## src/hw/ampcsb_pkg.sv

```systemverilog
package ampcsb_pkg;
  localparam int NUM_CH = 4;
  localparam int NUM_BYTES = 4;
  // Seven-bit bus address: base plus strap offsets
  localparam logic [6:0] ADDR_BASE = 7'h20;
  localparam int ADDR_MOD_SHIFT = 3;
  localparam logic [1:0] STRAP_GROUNDED = 2'h0;
  localparam logic [3:0] STRAP_SETTLE = 4'h8;
  // Bit positions shared by configuration and status bytes
  localparam int B0 = 0;
  localparam int B1 = 1;
  localparam int B2 = 2;
  localparam int B3 = 3;
  localparam int B4 = 4;
  localparam int B5 = 5;
  localparam int B6 = 6;
  localparam int B7 = 7;
  localparam logic [7:0] CONFIG_RESET = 8'h00;
  localparam logic [7:0] STATUS_RESET = 8'h00;
  localparam logic [7:0] STATUS1_RESET = 8'h80;
  localparam logic [7:0] IDLE_BYTE = 8'hFF;
  localparam logic [3:0] BITS_PER_BYTE = 4'h8;
  typedef enum logic [2:0] {
    S_IDLE      = 3'b000,
    S_ADDR      = 3'b001,
    S_ADDR_ACK  = 3'b010,
    S_WRITE     = 3'b011,
    S_WRITE_ACK = 3'b100,
    S_READ      = 3'b101,
    S_READ_ACK  = 3'b110
  } ampcsb_state_type;
endpackage

```

## src/hw/ampcsb_bank.sv

```systemverilog
// Summary of operation
// - Write transfer fills configuration bytes one to four in order.
// - Power-on reset clears all configuration bits.
// - Byte1 D0 standby/operate; byte2 D0 mutes all channels.
// - Byte1 D7 offset report on diagnostic pin; byte2 D7 offset protection.
// - Byte n D6 offset monitor, D5 clip to diagnostic, D1 channel enable.
// - Byte1 D3 oscillator minus/plus ten percent; D4 frequency hopping.
// - Byte2 D4 thermal prewarning report; D3 picks 140 or 120 degrees.
// - Byte1 D2 AC-load detection; byte2 D2 DC-load detection.
// - Byte3 D3 selects one or two ohm shorted-load threshold.
// - Byte4 D3:D2 set slave oscillator phase offset.
// - Read transfer returns status bytes one to four in order.
// - Short, offset, temperature and supply flags latch once set.
// - Finished read clears status except DC-load bits, valid bit and the all-zero bit.
// - Status1 D6 shows DC-load results valid.
// - Status byte n D4 open load, D3 shorted load.
// - Status byte n D1 short to supply, D0 short to ground.
// - D2 reports offset, PLL lock, clock failure, start-up busy.
// - Status1 D7 set when all config zero; then diagnostic pin low.
// - Straps choose one of twelve addresses; grounded strap disables bus.
// - Byte3 D4 selects clip threshold 0.2 or 10 percent.
`timescale 1ns/1ps
module ampcsb_bank
  import ampcsb_pkg::*;
(
  input  wire logic                          clk,
  input  wire logic                          reset_n,
  input  wire logic                          sclIn,
  input  wire logic                          sdaIn,
  output logic                               sdaOut,
  output logic                               sdaOe,
  input  wire logic [1:0]                    address_strap_a,
  input  wire logic [1:0]                    modeStrap,
  input  wire logic [ampcsb_pkg::NUM_CH-1:0] shortGnd,
  input  wire logic [ampcsb_pkg::NUM_CH-1:0] shortSupply,
  input  wire logic [ampcsb_pkg::NUM_CH-1:0] openLoad,
  input  wire logic [ampcsb_pkg::NUM_CH-1:0] shortedLoad,
  input  wire logic [ampcsb_pkg::NUM_CH-1:0] clipActive,
  input  wire logic                          dcLoadValid,
  input  wire logic                          offsetDetected,
  input  wire logic                          pllLocked,
  input  wire logic                          clockFailure,
  input  wire logic                          startupBusy,
  input  wire logic                          overTemp,
  input  wire logic                          tempWarn,
  input  wire logic                          undervoltage_flag,
  input  wire logic                          overvoltage_flag,
  input  wire logic                          acLoadHit,
  output logic                               busMode,
  output logic                               ampOn,
  output logic                               muteAll,
  output logic [ampcsb_pkg::NUM_CH-1:0]      chanEnable,
  output logic [ampcsb_pkg::NUM_CH-1:0]      offsetMonitorOn,
  output logic [ampcsb_pkg::NUM_CH-1:0]      clipToDiag,
  output logic                               offsetDiagOn,
  output logic                               offsetProtectOn,
  output logic                               oscPlusTen,
  output logic                               freqHopOn,
  output logic                               thermalDiagOn,
  output logic                               warnAt120,
  output logic                               acLoadDetOn,
  output logic                               dcLoadDetOn,
  output logic                               clipAtTen,
  output logic                               shortAtTwoOhm,
  output logic [1:0]                         slavePhase,
  output logic                               diagnostic_pinOut,
  output logic                               diagnostic_pinOe
);
  import ampcsb_pkg::*;

  // Pin synchronisers
  logic [1:0] sclSync_reg;
  logic [1:0] sdaSync_reg;
  logic [3:0] strapSync1_reg;
  logic [3:0] strapSync2_reg;
  logic       sclPrev_reg;
  logic       sdaPrev_reg;

  always_ff @(posedge clk or negedge reset_n)
  begin
    if (!reset_n)
    begin
      sclSync_reg    <= 2'h3;
      sdaSync_reg    <= 2'h3;
      strapSync1_reg <= 4'h0;
      strapSync2_reg <= 4'h0;
      sclPrev_reg    <= 1'b1;
      sdaPrev_reg    <= 1'b1;
    end
    else
    begin
      sclSync_reg    <= {sclSync_reg[0], sclIn};
      sdaSync_reg    <= {sdaSync_reg[0], sdaIn};
      strapSync1_reg <= {modeStrap, address_strap_a};
      strapSync2_reg <= strapSync1_reg;
      sclPrev_reg    <= sclSync_reg[1];
      sdaPrev_reg    <= sdaSync_reg[1];
    end
  end

  logic scl;
  logic sda;
  logic sclRise;
  logic sclFall;
  logic startCond;
  logic stopCond;
  assign scl       = sclSync_reg[1];
  assign sda       = sdaSync_reg[1];
  assign sclRise   = scl && !sclPrev_reg;
  assign sclFall   = !scl && sclPrev_reg;
  assign startCond = scl && sclPrev_reg && sdaPrev_reg && !sda;
  assign stopCond  = scl && sclPrev_reg && !sdaPrev_reg && sda;

  // Strap capture after reset release
  logic [3:0] strapCnt_reg;
  logic [3:0] strapCnt_next;
  logic [6:0] devAddr_reg;
  logic [6:0] devAddr_next;
  logic       busMode_reg;
  logic       busMode_next;

  always_comb
  begin
    strapCnt_next = strapCnt_reg;
    devAddr_next  = devAddr_reg;
    busMode_next  = busMode_reg;
    if (strapCnt_reg != STRAP_SETTLE)
    begin
      strapCnt_next = strapCnt_reg + 4'h1;
      if (strapCnt_reg == STRAP_SETTLE - 4'h1)
      begin
        busMode_next = (strapSync2_reg[1:0] != STRAP_GROUNDED);
        devAddr_next = ADDR_BASE + {2'h0, strapSync2_reg[3:2], 3'h0}
                     + {5'h00, strapSync2_reg[1:0]} - 7'h01;
      end
    end
  end

  always_ff @(posedge clk or negedge reset_n)
  begin
    if (!reset_n)
    begin
      strapCnt_reg <= 4'h0;
      devAddr_reg  <= ADDR_BASE;
      busMode_reg  <= 1'b0;
    end
    else
    begin
      strapCnt_reg <= strapCnt_next;
      devAddr_reg  <= devAddr_next;
      busMode_reg  <= busMode_next;
    end
  end

  // Bus protocol engine and configuration bytes
  ampcsb_state_type state_reg;
  ampcsb_state_type state_next;
  logic [3:0]       bitCnt_reg;
  logic [3:0]       bitCnt_next;
  logic [1:0]       byteIdx_reg;
  logic [1:0]       byteIdx_next;
  logic [2:0]       byteCnt_reg;
  logic [2:0]       byteCnt_next;
  logic [7:0]       shiftIn_reg;
  logic [7:0]       shiftIn_next;
  logic [7:0]       shiftOut_reg;
  logic [7:0]       shiftOut_next;
  logic             sdaLow_reg;
  logic             sdaLow_next;
  logic             masterAck_reg;
  logic             masterAck_next;
  logic             readDone_reg;
  logic             readDone_next;
  logic             clearStatus;
  logic [7:0]       config_reg [NUM_BYTES];
  logic [7:0]       config_next [NUM_BYTES];
  logic [7:0]       status_reg [NUM_BYTES];
  logic [7:0]       status_next [NUM_BYTES];

  always_comb
  begin
    state_next     = state_reg;
    bitCnt_next    = bitCnt_reg;
    byteIdx_next   = byteIdx_reg;
    byteCnt_next   = byteCnt_reg;
    shiftIn_next   = shiftIn_reg;
    shiftOut_next  = shiftOut_reg;
    sdaLow_next    = sdaLow_reg;
    masterAck_next = masterAck_reg;
    readDone_next  = readDone_reg;
    clearStatus    = 1'b0;
    for (int i = 0; i < NUM_BYTES; i++)
    begin
      config_next[i] = config_reg[i];
    end
    if (startCond || stopCond)
    begin
      clearStatus   = readDone_reg;
      readDone_next = 1'b0;
      sdaLow_next   = 1'b0;
      bitCnt_next   = 4'h0;
      state_next    = (startCond && busMode_reg) ? S_ADDR : S_IDLE;
    end
    else if (sclRise)
    begin
      if (state_reg == S_ADDR || state_reg == S_WRITE)
      begin
        shiftIn_next = {shiftIn_reg[6:0], sda};
        bitCnt_next  = bitCnt_reg + 4'h1;
      end
      else if (state_reg == S_READ)
      begin
        bitCnt_next = bitCnt_reg + 4'h1;
      end
      else if (state_reg == S_READ_ACK)
      begin
        masterAck_next = !sda;
      end
    end
    else if (sclFall)
    begin
      case (state_reg)
        S_ADDR:
        begin
          if (bitCnt_reg == BITS_PER_BYTE)
          begin
            if (shiftIn_reg[7:1] == devAddr_reg)
            begin
              state_next  = S_ADDR_ACK;
              sdaLow_next = 1'b1;
            end
            else
            begin
              state_next = S_IDLE;
            end
          end
        end
        S_ADDR_ACK:
        begin
          bitCnt_next  = 4'h0;
          byteIdx_next = 2'h0;
          byteCnt_next = 3'h0;
          if (shiftIn_reg[B0])
          begin
            state_next    = S_READ;
            shiftOut_next = status_reg[0];
            sdaLow_next   = !status_reg[0][B7];
          end
          else
          begin
            state_next  = S_WRITE;
            sdaLow_next = 1'b0;
          end
        end
        S_WRITE:
        begin
          if (bitCnt_reg == BITS_PER_BYTE)
          begin
            if (byteCnt_reg < 3'(NUM_BYTES))
            begin
              state_next  = S_WRITE_ACK;
              sdaLow_next = 1'b1;
            end
            else
            begin
              state_next = S_IDLE;
            end
          end
        end
        S_WRITE_ACK:
        begin
          config_next[byteIdx_reg] = shiftIn_reg;
          byteIdx_next = byteIdx_reg + 2'h1;
          byteCnt_next = byteCnt_reg + 3'h1;
          bitCnt_next  = 4'h0;
          sdaLow_next  = 1'b0;
          state_next   = S_WRITE;
        end
        S_READ:
        begin
          readDone_next = 1'b1;
          if (bitCnt_reg == BITS_PER_BYTE)
          begin
            sdaLow_next = 1'b0;
            state_next  = S_READ_ACK;
          end
          else
          begin
            shiftOut_next = {shiftOut_reg[6:0], 1'b0};
            sdaLow_next   = !shiftOut_reg[B6];
          end
        end
        S_READ_ACK:
        begin
          bitCnt_next = 4'h0;
          if (masterAck_reg)
          begin
            byteIdx_next  = byteIdx_reg + 2'h1;
            byteCnt_next  = byteCnt_reg + 3'h1;
            shiftOut_next = (byteCnt_reg < 3'(NUM_BYTES - 1)) ? status_reg[byteIdx_reg + 2'h1] : IDLE_BYTE;
            sdaLow_next   = (byteCnt_reg < 3'(NUM_BYTES - 1)) ? !status_reg[byteIdx_reg + 2'h1][B7] : 1'b0;
            state_next    = S_READ;
          end
          else
          begin
            state_next = S_IDLE;
          end
        end
        default:
        begin
          state_next = S_IDLE;
        end
      endcase
    end
  end

  always_ff @(posedge clk or negedge reset_n)
  begin
    if (!reset_n)
    begin
      state_reg     <= S_IDLE;
      bitCnt_reg    <= 4'h0;
      byteIdx_reg   <= 2'h0;
      byteCnt_reg   <= 3'h0;
      shiftIn_reg   <= 8'h00;
      shiftOut_reg  <= 8'h00;
      sdaLow_reg    <= 1'b0;
      masterAck_reg <= 1'b0;
      readDone_reg  <= 1'b0;
      for (int i = 0; i < NUM_BYTES; i++)
      begin
        config_reg[i] <= CONFIG_RESET;
      end
    end
    else
    begin
      state_reg     <= state_next;
      bitCnt_reg    <= bitCnt_next;
      byteIdx_reg   <= byteIdx_next;
      byteCnt_reg   <= byteCnt_next;
      shiftIn_reg   <= shiftIn_next;
      shiftOut_reg  <= shiftOut_next;
      sdaLow_reg    <= sdaLow_next;
      masterAck_reg <= masterAck_next;
      readDone_reg  <= readDone_next;
      for (int i = 0; i < NUM_BYTES; i++)
      begin
        config_reg[i] <= config_next[i];
      end
    end
  end

  // Status bytes: sticky flags, set wins over the read clear
  logic       allZero;
  logic [3:0] byteD2Event;
  assign allZero     = ~|{config_reg[0], config_reg[1], config_reg[2], config_reg[3]};
  assign byteD2Event = {startupBusy, clockFailure, pllLocked, offsetDetected};

  always_comb
  begin
    for (int i = 0; i < NUM_BYTES; i++)
    begin
      status_next[i]     = status_reg[i] & {8{!clearStatus}};
      status_next[i][B0] = status_next[i][B0] | shortGnd[i];
      status_next[i][B1] = status_next[i][B1] | shortSupply[i];
      status_next[i][B2] = status_next[i][B2] | byteD2Event[i];
      status_next[i][B3] = shortedLoad[i];
      status_next[i][B4] = openLoad[i];
    end
    status_next[0][B5] = status_next[0][B5] | overvoltage_flag;
    status_next[0][B6] = dcLoadValid;
    status_next[0][B7] = allZero;
    status_next[1][B5] = status_next[1][B5] | undervoltage_flag;
    status_next[1][B6] = status_next[1][B6] | tempWarn;
    status_next[1][B7] = status_next[1][B7] | overTemp;
  end

  always_ff @(posedge clk or negedge reset_n)
  begin
    if (!reset_n)
    begin
      status_reg[0] <= STATUS1_RESET;
      for (int i = 1; i < NUM_BYTES; i++)
      begin
        status_reg[i] <= STATUS_RESET;
      end
    end
    else
    begin
      for (int i = 0; i < NUM_BYTES; i++)
      begin
        status_reg[i] <= status_next[i];
      end
    end
  end

  // Configuration decode
  always_comb
  begin
    ampOn           = config_reg[0][B0];
    muteAll         = config_reg[1][B0];
    offsetDiagOn    = !config_reg[0][B7];
    offsetProtectOn = !config_reg[1][B7];
    oscPlusTen      = config_reg[0][B3];
    freqHopOn       = config_reg[0][B4];
    thermalDiagOn   = !config_reg[1][B4];
    warnAt120       = config_reg[1][B3];
    acLoadDetOn     = config_reg[0][B2];
    dcLoadDetOn     = config_reg[1][B2];
    shortAtTwoOhm   = config_reg[2][B3];
    clipAtTen       = config_reg[2][B4];
    slavePhase      = config_reg[3][B3:B2];
    for (int i = 0; i < NUM_CH; i++)
    begin
      offsetMonitorOn[i] = !config_reg[i][B6];
      clipToDiag[i]      = !config_reg[i][B5];
      chanEnable[i]      = !config_reg[i][B1];
    end
  end

  // Diagnostic pin, open drain, pulled low on all-zero config, supply, temperature, short, offset, and clip or, in AC-load detection, AC-load conditions
  logic diagLow_reg;
  logic diagLow_next;

  always_comb
  begin
    diagLow_next = status_reg[0][B7]
                 | undervoltage_flag | overvoltage_flag | overTemp
                 | (|shortGnd) | (|shortSupply)
                 | (offsetDiagOn & offsetDetected)
                 | (thermalDiagOn & tempWarn)
                 | (acLoadDetOn ? acLoadHit : |(clipActive & clipToDiag));
  end

  always_ff @(posedge clk or negedge reset_n)
  begin
    if (!reset_n)
    begin
      diagLow_reg <= 1'b1;
    end
    else
    begin
      diagLow_reg <= diagLow_next;
    end
  end

  assign diagnostic_pinOut = 1'b0;
  assign diagnostic_pinOe  = diagLow_reg;
  assign sdaOut            = 1'b0;
  assign sdaOe             = sdaLow_reg;
  assign busMode           = busMode_reg;
endmodule

```

## config.mk

```make
export PLATFORM = sky130hd
export DESIGN_NAME = ampcsb_bank
export DESIGN_NICKNAME = d
export VERILOG_FILES = /design/src/hw/ampcsb_pkg.sv /design/src/hw/ampcsb_bank.sv
export SDC_FILE = /design/constraint.sdc
export NUM_CORES = 1
export LEC_CHECK = 0
export CAP_MARGIN = 20
export CORE_UTILIZATION = 56
export DETAILED_ROUTE_END_ITERATION = 8
export DONT_BUFFER_PORTS = 1
export GPL_TIMING_DRIVEN = 0
export PLACE_DENSITY_LB_ADDON = 0.05
export RECOVER_POWER = 100
export SETUP_SLACK_MARGIN = 0.3
export SLEW_MARGIN = 20
export SYNTH_ARGS = -nofsm -noshare
export SYNTH_HDL_FRONTEND = slang
export SYNTH_SLANG_ARGS = --single-unit
```

## constraint.sdc

```tcl
create_clock -name clk -period 4.6 [get_ports clk]
set_input_delay 0.46 -clock clk [delete_from_list [all_inputs] [get_ports clk]]
set_output_delay 0.46 -clock clk [all_outputs]
set_load 0.01 [all_outputs]
```

==> impl_metrics.json <==
{
  "antenna_found_initial": 0,
  "switching_share": 0.2956,
  "layout.area.seq_um2": 3014,
  "path_cells": "dlygate4sd3_1 > clkbuf_2",
  "dr.first_iter.drc_count": 188,
  "tightestPinTransition_ns": 2.899,
  "area_delta_synth_final_pct": 16.54,
  "highest_layer": "met4",
  "final_layout_size_suffix_gt1_frac": 0.2000,
  "setup-tns-final_ns": 0,
  "vias": 3665,
  "ir_worst_vdd_mv": 0.3294,
  "outcome": "finished, violations left",
  "start_util": 0.5869,
  "yosysUniqueCellTypes": 56,
  "period_share": 0.6844,
  "first_pass_iters": 4,
  "drc_errors": 0,
  "hold-worst-slack_ns": 0.03100,
  "overflow": 0,
  "finClkSkew_ns": 0.009442,
  "relSlewSlack": -0.9325,
  "critPathMaxStageDelay_ns": 2.05,
  "slowest_stage": "clkbuf_2",
  "reg2reg_from": "byteIdx_reg[0]",
  "synthFlopType": "dfrtp_1",
  "pre_cts_slack_ns": 1.798,
  "antenna_cells": 0,
  "holdPathStages": 1,
  "drtAntennaViolNets": 0,
  "finalCriticalPeriod_ns": 3.148,
  "setup-violations-final": 0,
  "n_fill_cell": 724,
  "final_nets": 550,
  "grt_max_degree": 121,
  "r2r_cells": 9,
  "rsz0062_at_grt": "no",
  "cts_root_buf": "clkbuf_8",
  "ys_seq_area_frac": 0.5480,
  "yosysWarnings": 0,
  "routedWlPerCell_um": 18.42,
  "critPathBufInv": 2,
  "worstHoldStart": "shortGnd[2]",
  "syn_inst": 460,
  "grt_usage": 0.2561,
  "largest_reg_flops": 32,
  "rows": 35,
  "startpoint_type": "primary input",
  "core_um2": 9371,
  "die_h_um": 101.1,
  "max_freq_mhz": 317.6,
  "cp.arrival_ns": 3.14,
  "most-common-layout-cells": "dfrtp_1 (111), mux2_2 (49), nand2_1 (35), o21ai_0 (31), inv_1 (30)",
  "grt_pass1_wl_um": 19310,
  "syn_area_per_cell_um2": 11.96,
  "met3_wirelength_um": 410,
  "crit_start": "reset_n",
  "die_area_um2": 10220,
  "dp_hpwl_um": 7588,
  "synth_edf_count": 0,
  "cts_tree": "done",
  "final_common_cell": "dfrtp_1",
  "finalHoldViolCount": 0,
  "routabilityCongestion": 0.8485,
  "max-cap-violations": 1,
  "crit_type": "in2async",
  "combPwrFrac": 0.184,
  "slew_violations": 121,
  "multi_input_area_um2": 2222,
  "netlist_area_um2": 5500,
  "h-tree-depth": 4,
  "cts_resized": 0,
  "io_buffers": 0,
  "met1_length_um": 5128,
  "crit_family": "buffers and inverters",
  "cts.clk_slew.worst_paths_ns": 0.06,
  "power_frac_seq": 0.402,
  "clock_latency_ns": 0.52,
  "violations": "capacitance limit, slew limit",
  "min_path_type": "in2reg",
  "clkPwrFrac": 0.414,
  "cts_made_buffers": 17,
  "pin_count": 69,
  "synth-seq-cells": 120,
  "via_per_inst": 5.736,
  "fin_ws_ns": 1.452,
  "die_w_um": 101.1,
  "cts.path.max_buffers": 2,
  "met2_length_um": 6014,
  "clock_sinks": 120,
  "required_ns": 4.59,
  "r2r_end": "sdaOe",
  "drt_wl_total_um": 11770,
  "cp_max_fo": 120,
  "power.switching_mw": 0.9968,
  "r2r_slack_ns": 1.45,
  "async_flop_share": 1.000,
  "whs_endpoint": "status_reg[8]",
  "p_leak_nw": 2.837,
  "grt_pass1_vias": 3832,
  "internal-power_mw": 2.375,
  "end_kind": "async pin",
  "powerDensity_nw_per_um2": 526.1
}
-- how the worst max path moves through the flow --
stage	slack [ns]	cells after the start	end
after floorplan	2.17	9	sdaOe
after global placement	1.80	9	sdaOe
after detailed placement	1.80	9	sdaOe
after CTS	1.78	9	sdaOe
after global routing	0.83	2	bitCnt_reg[0]
final	1.45	2	bitCnt_reg[0]
-- cell usage after synthesis, drive strengths merged (2+ instances only) --
library cell	number	area [um^2]
ha	15	187.7
xor2	7	61.31
clkbuf	10	37.54
nor2b	2	12.51
mux4	8	180.2
and2	9	56.31
nand3b	2	15.01
nand4	6	37.54
mux2i	2	20.02
nor2	12	52.55
a221oi	2	17.52
a21oi	12	60.06
nand3	7	35.03
nand2b	5	31.28
dfstp	9	236.5
and3b	2	17.52
nor3	3	15.01
nor4	14	102.6
or4	3	22.52
inv	31	116.4
o21ai	31	155.1
buf	11	76.32
xnor2	4	35.03
a21o	19	142.6
nand2	35	141.4
dfrtp	111	2778
a22oi	8	60.06
a211oi	5	42.54
mux2	51	574.3
or3	2	12.51
o211ai	8	60.06
-- power by group through the flow --
stage / registers [mW] / logic, mW / clock network [mW]
finish: 1.35 / 0.621 / 1.40
global route: 1.38 / 0.696 / 1.47
CTS: 1.36 / 0.630 / 1.42
detailed placement: 1.38 / 0.587 / 0
global placement: 1.37 / 0.582 / 0
floorplan: 1.32 / 0.467 / 0
-- layout make-up --
cell class	count	area share
flip-flops and latches	120	0.4702
multi-input cells	289	0.3467
clock buffers	19	0.06890
clock inverters	13	0.02987
repair buffers	17	0.02577
well taps	129	0.02518
inverters	31	0.01815
plain buffers	21	0.01523
-- repair_timing --
item	CTS	global route
endpoints found under the hold margin	135	0
endpoints found under the setup margin	0	0
setup buffers	0	0
hold buffers	17	0
-- cell families (layout without fill, tap and decap cells) --
family	Yosys count	in the layout	share of synthesized area
adders and majority gates	15	15	0.03412
and+or+nand+nor	105	105	0.1046
muxes	61	61	0.1408
AOI/OAI and AO/OA	95	95	0.1124
xor gates and xnor gates	11	11	0.01752
buffers and inverters	52	101	0.04186
other	1	2	0.0006818
DFF	120	120	0.5480
-- per-stage QoR --
step | power [mW] | util | instance area, um^2 | std cells
2_1_floorplan | 1.783 | - | 5504 | 461
3_3_place_gp | 1.953 | 0.6045 | 5665 | 590
3_5_place_dp | 1.967 | 0.6045 | 5665 | 590
4_1_cts | 3.410 | 0.6921 | 6486 | 639
5_1_grt | 3.546 | 0.6840 | 6410 | 639
6_report | 3.372 | 0.6840 | 6410 | 639
-- layer usage --
| metal | GRT usage | up-vias |
|---|---|---|
| met4 | 0.1014 | 0 |
| li1 | - | 1714 |
| met2 | 0.4307 | 86 |
| met3 | 0.06311 | 18 |
| met5 | 0 | - |
| met1 | 0.3197 | 1847 |
(Power assumes the default switching activity.)
